[src/inc/port_pin_mode_config_defines.vh]
/*
 * Register offsets, field layout, reset values and mode codes for the
 * two-port pin mode and data block.
 * Assumes a 32-bit classic Wishbone slave with byte addresses.
 */
`ifndef PORT_PIN_MODE_CONFIG_DEFINES_VH
`define PORT_PIN_MODE_CONFIG_DEFINES_VH

// ---------------------------------------------------------------------
// Register indices (byte address is four times the index)
// ---------------------------------------------------------------------
`define IDX_PORT4_DATA        8'hc4
`define IDX_PORT5_DATA        8'hc5
`define IDX_PORT4_LOW_CFG     8'hc6
`define IDX_PORT4_HIGH_CFG    8'hc7
`define IDX_PORT5_CFG         8'hc8

// ---------------------------------------------------------------------
// Reset values
// ---------------------------------------------------------------------
`define RST_PORT4_DATA        8'hff
`define RST_PORT5_DATA        4'hf
`define RST_PIN_CFG           8'haa

// ---------------------------------------------------------------------
// Pin mode field codes
// ---------------------------------------------------------------------
`define MODE_W                2
`define MODE_INPUT            2'h0
`define MODE_INPUT_PULLUP     2'h1
`define MODE_OPEN_DRAIN       2'h2
`define MODE_PUSH_PULL        2'h3

`endif

[src/core/port_pin_mode_config.v]
/*
 * Pin mode and data logic for port four (eight pins) and port five
 * (four pins), reached over a classic Wishbone slave.
 * Assumes pin inputs synchronous to clk; pad pull-ups are enabled by
 * the pull-up outputs; the pad resolves drive from output enables.
 */
// Decided for this implementation: the Wishbone interface to the registers.
//
// Behaviour
// - Port four low config resets to aah
// - Port four low pins selectable input/output
// - Code 00 input, 01 input with pull-up
// - Code 10 open-drain, pull low only
// - Code 11 push-pull, drive both levels
// - Port five config resets to aah
// - Port five pins each independently configurable
// - Port four high config resets to aah
`timescale 1ns/1ps
`include "port_pin_mode_config_defines.vh"

module port_pin_mode_config #(
    parameter P4_PINS = 8,
    parameter P5_PINS = 4
) (
    input  wire                clk,
    input  wire                reset_n,
    input  wire                wb_cyc_i,
    input  wire                wb_stb_i,
    input  wire                wb_we_i,
    input  wire [31:0]         wb_adr_i,
    input  wire [3:0]          wb_sel_i,
    input  wire [31:0]         wb_dat_i,
    output reg  [31:0]         wb_dat_o,
    output reg                 wb_ack_o,
    output wire                wb_err_o,
    input  wire [P4_PINS-1:0]  port4_pin_i,
    output wire [P4_PINS-1:0]  port4_pin_o,
    output wire [P4_PINS-1:0]  port4_pin_oe,
    output wire [P4_PINS-1:0]  port4_pullup_en,
    input  wire [P5_PINS-1:0]  port5_pin_i,
    output wire [P5_PINS-1:0]  port5_pin_o,
    output wire [P5_PINS-1:0]  port5_pin_oe,
    output wire [P5_PINS-1:0]  port5_pullup_en
);

    // -----------------------------------------------------------------
    // Registers
    // -----------------------------------------------------------------
    reg [7:0]          port4_data_q;
    reg [P5_PINS-1:0]  port5_data_q;
    reg [7:0]          port4_low_pin_config_q;
    reg [7:0]          port4_high_pin_config_q;
    reg [7:0]          port5_pin_config_q;

    wire [15:0]        port4_cfg;
    wire [7:0]         port5_cfg;
    wire               req;
    wire               wr;
    wire               rd_hit;
    wire [29:0]        word_idx;
    reg  [31:0]        rd_d;
    reg                hit_d;
    wire [7:0]         wdata_byte;
    wire [P4_PINS-1:0] port4_rd;
    wire [P5_PINS-1:0] port5_rd;
    wire               sel_port4_data;
    wire               sel_port5_data;
    wire               sel_port4_low_cfg;
    wire               sel_port4_high_cfg;
    wire               sel_port5_cfg;
    wire               wr_port4_data;
    wire               wr_port5_data;
    wire               wr_port4_low_cfg;
    wire               wr_port4_high_cfg;
    wire               wr_port5_cfg;

    // -----------------------------------------------------------------
    // Config views, two bits per pin
    // -----------------------------------------------------------------
    assign port4_cfg = {port4_high_pin_config_q, port4_low_pin_config_q};
    assign port5_cfg = port5_pin_config_q;

    // -----------------------------------------------------------------
    // Wishbone decode
    // -----------------------------------------------------------------
    assign req      = wb_cyc_i & wb_stb_i & ~wb_ack_o;
    assign word_idx = wb_adr_i[31:2];
    assign wr       = req & wb_we_i & wb_sel_i[0] & hit_d;
    assign rd_hit   = hit_d;
    assign wb_err_o = 1'b0;
    assign wdata_byte = wb_dat_i[7:0];

    // -----------------------------------------------------------------
    // Register select, one per mapped word
    // -----------------------------------------------------------------
    assign sel_port4_data     = (word_idx == {22'h0, `IDX_PORT4_DATA});
    assign sel_port5_data     = (word_idx == {22'h0, `IDX_PORT5_DATA});
    assign sel_port4_low_cfg  = (word_idx == {22'h0, `IDX_PORT4_LOW_CFG});
    assign sel_port4_high_cfg = (word_idx == {22'h0, `IDX_PORT4_HIGH_CFG});
    assign sel_port5_cfg      = (word_idx == {22'h0, `IDX_PORT5_CFG});

    // -----------------------------------------------------------------
    // Write strobes; only the low byte lane carries data
    // -----------------------------------------------------------------
    assign wr_port4_data      = wr & sel_port4_data;
    assign wr_port5_data      = wr & sel_port5_data;
    assign wr_port4_low_cfg   = wr & sel_port4_low_cfg;
    assign wr_port4_high_cfg  = wr & sel_port4_high_cfg;
    assign wr_port5_cfg       = wr & sel_port5_cfg;

    // -----------------------------------------------------------------
    // Read data
    // -----------------------------------------------------------------
    always @* begin
        rd_d  = 32'h0000_0000;
        hit_d = 1'b1;
        case (word_idx)
            {22'h0, `IDX_PORT4_DATA}: begin
                rd_d[P4_PINS-1:0] = port4_rd;
            end
            {22'h0, `IDX_PORT5_DATA}: begin
                rd_d[P5_PINS-1:0] = port5_rd;
            end
            {22'h0, `IDX_PORT4_LOW_CFG}: begin
                rd_d[7:0] = port4_low_pin_config_q;
            end
            {22'h0, `IDX_PORT4_HIGH_CFG}: begin
                rd_d[7:0] = port4_high_pin_config_q;
            end
            {22'h0, `IDX_PORT5_CFG}: begin
                rd_d[7:0] = port5_pin_config_q;
            end
            default: begin
                hit_d = 1'b0;
            end
        endcase
    end

    // -----------------------------------------------------------------
    // Bus answer: ack one cycle after the request is taken
    // -----------------------------------------------------------------
    always @(posedge clk or negedge reset_n) begin
        if (!reset_n) begin
            wb_ack_o <= 1'b0;
        end else begin
            wb_ack_o <= req;
        end
    end

    // -----------------------------------------------------------------
    // Read data register; zero outside the ack cycle and when unmapped
    // -----------------------------------------------------------------
    always @(posedge clk or negedge reset_n) begin
        if (!reset_n) begin
            wb_dat_o <= 32'h0000_0000;
        end else if (req && !wb_we_i && rd_hit) begin
            wb_dat_o <= rd_d;
        end else begin
            wb_dat_o <= 32'h0000_0000;
        end
    end

    // -----------------------------------------------------------------
    // Register writes
    // -----------------------------------------------------------------
    // Port four data latch
    always @(posedge clk or negedge reset_n) begin
        if (!reset_n) begin
            port4_data_q <= `RST_PORT4_DATA;
        end else if (wr_port4_data) begin
            port4_data_q <= wdata_byte;
        end
    end

    // Port five data latch, low lane only
    always @(posedge clk or negedge reset_n) begin
        if (!reset_n) begin
            port5_data_q <= `RST_PORT5_DATA;
        end else if (wr_port5_data) begin
            port5_data_q <= wdata_byte[P5_PINS-1:0];
        end
    end

    // Port four low pin modes
    always @(posedge clk or negedge reset_n) begin
        if (!reset_n) begin
            port4_low_pin_config_q <= `RST_PIN_CFG;
        end else if (wr_port4_low_cfg) begin
            port4_low_pin_config_q <= wdata_byte;
        end
    end

    // Port four high pin modes
    always @(posedge clk or negedge reset_n) begin
        if (!reset_n) begin
            port4_high_pin_config_q <= `RST_PIN_CFG;
        end else if (wr_port4_high_cfg) begin
            port4_high_pin_config_q <= wdata_byte;
        end
    end

    // Port five pin modes
    always @(posedge clk or negedge reset_n) begin
        if (!reset_n) begin
            port5_pin_config_q <= `RST_PIN_CFG;
        end else if (wr_port5_cfg) begin
            port5_pin_config_q <= wdata_byte;
        end
    end

    // -----------------------------------------------------------------
    // Pad control per pin
    // -----------------------------------------------------------------
    genvar g;
    generate
        // Port four, one pin slice per pin
        for (g = 0; g < P4_PINS; g = g + 1) begin : g_p4
            port_pin_pad #(
                .MODE_W    (`MODE_W)
            ) u_port_pin_pad (
                .mode      (port4_cfg[2*g+1:2*g]),
                .latch     (port4_data_q[g]),
                .pin_i     (port4_pin_i[g]),
                .pin_o     (port4_pin_o[g]),
                .pin_oe    (port4_pin_oe[g]),
                .pullup_en (port4_pullup_en[g]),
                .rd_bit    (port4_rd[g])
            );
        end

        // Port five, one pin slice per pin
        for (g = 0; g < P5_PINS; g = g + 1) begin : g_p5
            port_pin_pad #(
                .MODE_W    (`MODE_W)
            ) u_port_pin_pad (
                .mode      (port5_cfg[2*g+1:2*g]),
                .latch     (port5_data_q[g]),
                .pin_i     (port5_pin_i[g]),
                .pin_o     (port5_pin_o[g]),
                .pin_oe    (port5_pin_oe[g]),
                .pullup_en (port5_pullup_en[g]),
                .rd_bit    (port5_rd[g])
            );
        end
    endgenerate

endmodule // port_pin_mode_config

// ---------------------------------------------------------------------
// One pin: mode decode, pad drive and read-back bit
// ---------------------------------------------------------------------
module port_pin_pad #(
    parameter MODE_W = `MODE_W
) (
    // Register side
    input  wire [MODE_W-1:0]   mode,
    input  wire                latch,
    // Pad side; rd_bit feeds the register read-back
    input  wire                pin_i,
    output reg                 pin_o,
    output reg                 pin_oe,
    output reg                 pullup_en,
    output reg                 rd_bit
);

    // -----------------------------------------------------------------
    // Mode decode
    // -----------------------------------------------------------------
    always @* begin
        pin_o     = 1'b0;
        pin_oe    = 1'b0;
        pullup_en = 1'b0;
        rd_bit    = pin_i;
        case (mode)
            // Pad released, level read back
            `MODE_INPUT: begin
                rd_bit = pin_i;
            end
            // Pull-up on, pad still released
            `MODE_INPUT_PULLUP: begin
                pullup_en = 1'b1;
            end
            // Sink only; a high latch leaves the pin released
            `MODE_OPEN_DRAIN: begin
                pin_oe = ~latch;
                rd_bit = latch;
            end
            // Both levels driven from the latch
            `MODE_PUSH_PULL: begin
                pin_o  = latch;
                pin_oe = 1'b1;
                rd_bit = latch;
            end
            default: begin
                rd_bit = pin_i;
            end
        endcase
    end

endmodule // port_pin_pad

[config.mk]
export PLATFORM = sky130hd
export DESIGN_NAME = port_pin_mode_config
export DESIGN_NICKNAME = d
export VERILOG_FILES = /design/src/core/port_pin_mode_config.v
export VERILOG_INCLUDE_DIRS = /design/src /design/src/inc
export SDC_FILE = /design/constraint.sdc
export NUM_CORES = 1
export LEC_CHECK = 0
export BUFFER_PORTS_ARGS = -buffer_cell sky130_fd_sc_hd__buf_2
export CAP_MARGIN = 20
export CORE_ASPECT_RATIO = 0.5
export CORE_MARGIN = 4
export CORE_UTILIZATION = 46
export DETAILED_ROUTE_END_ITERATION = 10
export GPL_ROUTABILITY_DRIVEN = 0
export PLACE_DENSITY = 0.81
export SLEW_MARGIN = 10
export SYNTH_ARGS = -nofsm -noshare
export SYNTH_HDL_FRONTEND = slang
export SYNTH_SLANG_ARGS = --single-unit
[constraint.sdc]
create_clock -name clk -period 2.1 [get_ports clk]
set_input_delay 0.525 -clock clk [delete_from_list [all_inputs] [get_ports clk]]
set_output_delay 0.525 -clock clk [all_outputs]
set_load 0.01 [all_outputs]
; ---- Yosys cells after proc, flatten, opt, wreduce, memory -nomap -nowiden
; Index checks and enable logic that the tools add are counted.
[word_totals]
ff_bits = 69
latch_bits = 0
ram_bits = 0
romBits = 0
output_inout_bits = 70
word_cells = 139
mem_count = 0
[op_classes]
n_addsub = 0
multipliers = 0
div = 0
magnitude_cmp = 0
eq_ne = 41
shift = 0
mux = 52
bitwise_logic = 23
n_reduce_logical = 16
[ops]
columns = cell, n
row1 = $eq A30 B8 Y1 const B, 5
row2 = $eq A2 B2 Y1 const B, 24
row3 = $mux W1, 37
row4 = $eq A2 B1 Y1 const B, 12
row5 = $pmux W1 S2, 12
row6 = $reduce_or A2 Y1, 12
row7 = $pmux W4 S5, 1
row8 = $pmux W4 S4, 1
row9 = $not A1 Y1, 13
row10 = $and A1 B1 Y1, 10
row11 = $mux W8, 1
row12 = $reduce_or A5 Y1, 1
row13 = $logic_and A1 B1 Y1, 2
row14 = $logic_not A1 Y1, 1

; ---- Depth between registers and ports, before layout
[logic_depth]
depth_word = 6
depth_mapped = 6
depth_no_buf = 5

; ---- Hierarchy
; Synthesis repeated with hierarchy kept, for this count alone.
[unflattened]
hier_cells = 261
area_unflattened_um2 = 2846.5
[modules_own_cells]
columns = module, instances, cells_per_inst, area_each_um2, seq_area_each_um2
row1 = port_pin_mode_config, 1, 201, 2396.0, 1156.1
row2 = port_pin_pad, 12, 5, 37.5, 0.0

; ---- Worst setup path after synthesis
; OpenSTA, ideal clock, no wires.
[synth_timing]
path_kind = in2reg
from = in wb_adr_i[24]
to = reg port4_data_q[0]
t_arrival_ns = 2.088
t_required_ns = 2.018
path_slack_ns = -0.070
cell_stages = 4
path_buffers = 0
cell_sequence = nor4_1 nand3_2 nor4_4 mux2_4
[synth_via]
elab_chain_cells = 5
elab_cells_between_ends = 9
cone_classes = eq/ne: 5 / mux: 1 / bitwise: 2 / reduce/logical: 1
[synth_lines]
columns = item, line
row1 = from (decl), port_pin_mode_config.v:30  ; input wire [31:0] wb_adr_i,
row2 = "$eq A30 B8 Y1, on equally long branches", "port_pin_mode_config.v:96, port_pin_mode_config.v:117"
row3 = $reduce_or A5 Y1 (no source line), n/a
row4 = $mux W1, port_pin_mode_config.v:117  ; case (word_idx)
row5 = $and A1 B1 Y1, port_pin_mode_config.v:88  ; assign wr = req & wb_we_i & wb_sel_i[0] & hit_d;
row6 = $and A1 B1 Y1 *, port_pin_mode_config.v:105  ; assign wr_port4_data = wr & sel_port4_data;
row7 = to (signal assigned), port_pin_mode_config.v:169  ; port4_data_q <= `RST_PORT4_DATA;
row8 = to (signal assigned), port_pin_mode_config.v:171  ; port4_data_q <= wdata_byte;
row9 = to (decl), port_pin_mode_config.v:49  ; reg [7:0] port4_data_q;
; Every way passes the cells marked *; elsewhere a longest branch is shown, timed or not.
; A chain may end at the register's enable or synchronous reset.

; ---- Worst setup path in the final report
[layout_timing]
from = in wb_adr_i[7]
to = reg wb_dat_o[3]
[layout_via]
elab_chain_cells = 5
elab_cells_between_ends = 10
cone_classes = eq/ne: 5 / mux: 3 / reduce/logical: 2
[layout_lines]
columns = item, line
row1 = $eq A30 B8 Y1, port_pin_mode_config.v:117
row2 = $reduce_or A5 Y1 (no source line), n/a
row3 = $mux W1, port_pin_mode_config.v:117
row4 = $logic_and A1 B1 Y1, port_pin_mode_config.v:156  ; end else if (req && !wb_we_i && rd_hit) begin
row5 = $mux W8 *, port_pin_mode_config.v:156
row6 = to (signal assigned), port_pin_mode_config.v:157  ; wb_dat_o <= rd_d;
row7 = to (decl), port_pin_mode_config.v:33  ; output reg [31:0] wb_dat_o,
; Marks and branches as above.

==> run_results.csv <==
group,metric,value,unit
clocking,cts_setup_buffers,0,
worst_setup_path,critical_path.top_delay_family,"simple AND/OR/NAND/NOR gates",
timing,rsz0062_at_grt,"no",
timing,clock.fmax,510.5,MHz
logic_synthesis,synth.avg_cell_area,10.93,sq um
power_and_ir_drop,post-layout-total-power,2070,uW
clocking,htree_levels,2,
drt,ant_nets,0,
logic_synthesis,seq_area_frac_synth,37.76,%
worst_setup_path,critical_path_start,"wb_adr_i[7]",
worst_setup_path,worst_path_max_delay_cell,"sky130_fd_sc_hd__or4b_1",
worst_setup_path,path_cells,"buf_2 -> nor4b_4 -> nand4_4 -> or4b_1 -> o21ba_2",
worst_setup_path,crit_fanout,7,
clocking,quantity_of_hold_fixing_buffers_added_after_cts,0,
global_route,number_of_global_route_vias_before_repair,2293,
logic_synthesis,synth.top_cells.by_area,"sky130_fd_sc_hd__dfstp_2, sky130_fd_sc_hd__dfrtp_1, sky130_fd_sc_hd__buf_4",
logic_synthesis,synth_top_cell_area_share,20.60,%
floorplanning,design.die.area,0.008105,sq mm
power_and_ir_drop,sequentialPowerShare,42.1,%
logic_synthesis,yosys.cell_types.count,42,
power_and_ir_drop,power.switching,448.6,uW
logic_synthesis,synthFlopType,"sky130_fd_sc_hd__dfstp_2",
power_and_ir_drop,powerDensity,565.7,mW/mm^2
clocking,cts.sinks,45,
logic_synthesis,yosysWarningCount,0,
timing,tightestPinTransition,534.2,ps
drt,wl_per_cell,15.83,um
worst_setup_path,timing.critical_path.from_type,"input port",
finish,layout-area-overhead-vs-synth,19.53,%
finish,layout.filler_cells,520,
worst_setup_path,timing.critical_path.slowest_cell_delay,690,ps
worst_setup_path,critPathKind,"input port to register",
drt,num_vias,2275,
timing,final_clock_skew,3.051,ps
timing,timing.final.max_slew_violations,0,
drt,post-route-drc-count,0,
timing,final-hold-violation-count,0,
worst_setup_path,cp_data_required_time,2330,ps
clocking,worst_setup_hold_path_clk_slew,60,ps
timing,finalCritPeriodShare,93.27,%
logic_synthesis,synth_enable_flop_cells,0,
global_route,antenna_found_initial,0,
timing,finalSetupViolCount,0,
global_route,grt_overflow_total,0,
global_route,grt_first_pass_wirelength,11230,um
placed_design,dpl.hpwl,5650,um
logic_synthesis,netlist_area,0.003062,sq mm
outcome,outcome,"complete, no violations",
placed_design,numPlacedInstances,445,
finish,sequential_cell_area,0.001156,sq mm
floorplanning,die-width,123.4,um
timing,slew_headroom,64.01,%
logic_synthesis,yosysMostFrequentCell,"sky130_fd_sc_hd__buf_4",
power_and_ir_drop,power_frac_clock,49.1,%
power_and_ir_drop,worst_ir_drop_vdd,0.4040,mV
finish,layout_net_count,449,
clocking,number_of_buffers_created_by_cts,5,
logic_synthesis,yosys-top-cells-count,"sky130_fd_sc_hd__buf_4, sky130_fd_sc_hd__mux2_2, sky130_fd_sc_hd__dfstp_2, sky130_fd_sc_hd__dfrtp_1, sky130_fd_sc_hd__nor2_1",
finish,drive_gt1_share,56.99,%
drt,wl,7169,um
global_route,grt_max_degree,25,
finish,multi_input_comb_area,0.001490,sq mm
worst_setup_path,crit_end_element,"register",
clocking,clk-insertion-delay-late,290,ps
drt,drt_first_iter_violations,103,
clocking,cts.root.buffer_cell,"sky130_fd_sc_hd__clkbuf_16",
drt,vias_per_cell,5.022,
floorplanning,start_util,48.94,%
drt,detailedRoute.firstPassIterationCount,4,
finish,num_antenna_cells,0,
clocking,clock_tree.buffer_depth,2,
worst_setup_path,cp_bufs_invs,1,
finish,stdcell_count,453,
floorplanning,floorplan.io_pins,155,
clocking,post_cts_resize_count,0,
global_route,globalRouteTotalUtil,18.03,%
floorplanning,floorplan.core_area,0.006256,sq mm
power_and_ir_drop,combPwrFrac,8.9,%
timing,timing.final.crit_period,1959,ps
finish,postLayoutCoreUtil,58.50,%
logic_synthesis,netlist_instances,280,
power_and_ir_drop,sw_frac_of_total,21.66,%
worst_setup_path,r2r_start,"wb_ack_o",
floorplanning,fp.dieH,65.69,um
clocking,cts_tree,"yes",
power_and_ir_drop,internal-power,1622,uW
power_and_ir_drop,power.static_leakage,0.001840,uW
logic_synthesis,asyncSetResetFlopFracSynth,100.0,%
floorplanning,rows,20,
flow_run,cap_violations,0,
logic_synthesis,synth.largest_area_cell,"sky130_fd_sc_hd__dfstp_2",
logic_synthesis,flip_flop_and_latch_count_after_synthesis,45,
min_path,class_of_the_tightest_hold_or_removal_check,"input port to async pin",
placed_design,buffer_ports.inserted,100,
worst_setup_path,timing.critical_path.arrival,2190,ps
through the flow:
step / hold WS (ps) / area, sq um / setup slack, ps / TNS (ps)
global route: 263.8 / 3660 / 52.73 / 0
floorplan: 229.4 / 3173 / -37.21 / -413.8
detailed placement: 515.2 / 3470 / -149.8 / -4182
finish: 212.3 / 3660 / 141.3 / 0
CTS: 228.7 / 3660 / 120.9 / 0
global placement: 515.5 / 3470 / -125.7 / -3061
layout by cell type, fill, tap and decap left out, types with 2 or more instances in the layout:
cell and n:
sky130_fd_sc_hd__buf_12 2, sky130_fd_sc_hd__clkbuf_16 5, sky130_fd_sc_hd__bufinv_16 2, sky130_fd_sc_hd__a21oi_1 3, sky130_fd_sc_hd__conb_1 25, sky130_fd_sc_hd__o21ai_0 8
sky130_fd_sc_hd__nor4_4 6, sky130_fd_sc_hd__mux2_2 32, sky130_fd_sc_hd__nor3_1 4, sky130_fd_sc_hd__dfstp_2 24, sky130_fd_sc_hd__mux2_4 8, sky130_fd_sc_hd__nand3_1 2
sky130_fd_sc_hd__and3_1 14, sky130_fd_sc_hd__a21boi_0 13, sky130_fd_sc_hd__inv_1 14, sky130_fd_sc_hd__a222oi_1 6, sky130_fd_sc_hd__buf_2 100, sky130_fd_sc_hd__nor2_1 15
sky130_fd_sc_hd__nand2_1 10, sky130_fd_sc_hd__buf_4 16, sky130_fd_sc_hd__mux2i_1 8, sky130_fd_sc_hd__nor4b_4 3, sky130_fd_sc_hd__dfrtp_1 21, sky130_fd_sc_hd__nand2b_1 2
sky130_fd_sc_hd__nor4_2 3
cell type report:
type / instances / share of cell area, %
sequential: 45 / 31.59
clock buffer: 5 / 3.419
multi-input combinational: 180 / 40.72
clock inverter: 3 / 1.778
tap: 88 / 3.009
inverter: 14 / 1.436
timing repair buffer: 118 / 18.05
power groups by stage:
stage / sequential (uW) / combinational (uW) / clock, uW
6_report: 871 / 184 / 1020
5_1_grt: 871 / 204 / 1060
4_1_cts: 871 / 184 / 1020
3_5_place_dp: 885 / 182 / 0
3_3_place_gp: 885 / 179 / 0
2_1_floorplan: 886 / 105 / 0
state kept, by name, indices dropped and copies added, names as in the netlist:
register                 cells
port5_data_q                 4
port5_cfg                    8
port4_low_pin_config_q       8
port4_high_pin_config_q      8
port4_data_q                 8
wb_ack_o                     1
wb_dat_o                     8
kinds of logic (layout without fill, tap and decap cells):
kind of cell / Yosys count / after routing / share of synthesized area [%]
and+or+nand+nor: 72 / 72 / 18.23
DFF: 45 / 45 / 37.76
muxes: 48 / 48 / 18.31
buffers and inverters: 79 / 140 / 17.20
AOI/OAI and AO/OA: 35 / 35 / 8.378
other: 1 / 25 / 0.1225
metal layers:
metal	global-route usage [%]	share of wire [%]
met5	0	0
met3	4.557	9.0
met1	22.81	42
met2	31.37	49
met4	3.724	0.66
final timing paths:
kind                       cells past startpoint                          to  slack (ps)
max reg2reg                                    6  port4_high_pin_config_q[0]         190
max                                            5                 wb_dat_o[3]         140
min reg2reg                                    1  port4_high_pin_config_q[4]         530
min                                            1   port4_low_pin_config_q[6]         210
min in group clk                               2   port4_low_pin_config_q[7]         520
max in group asynchronous                      2  port4_high_pin_config_q[7]        1250
No activity file was read; power rests on OpenSTA's default activity.
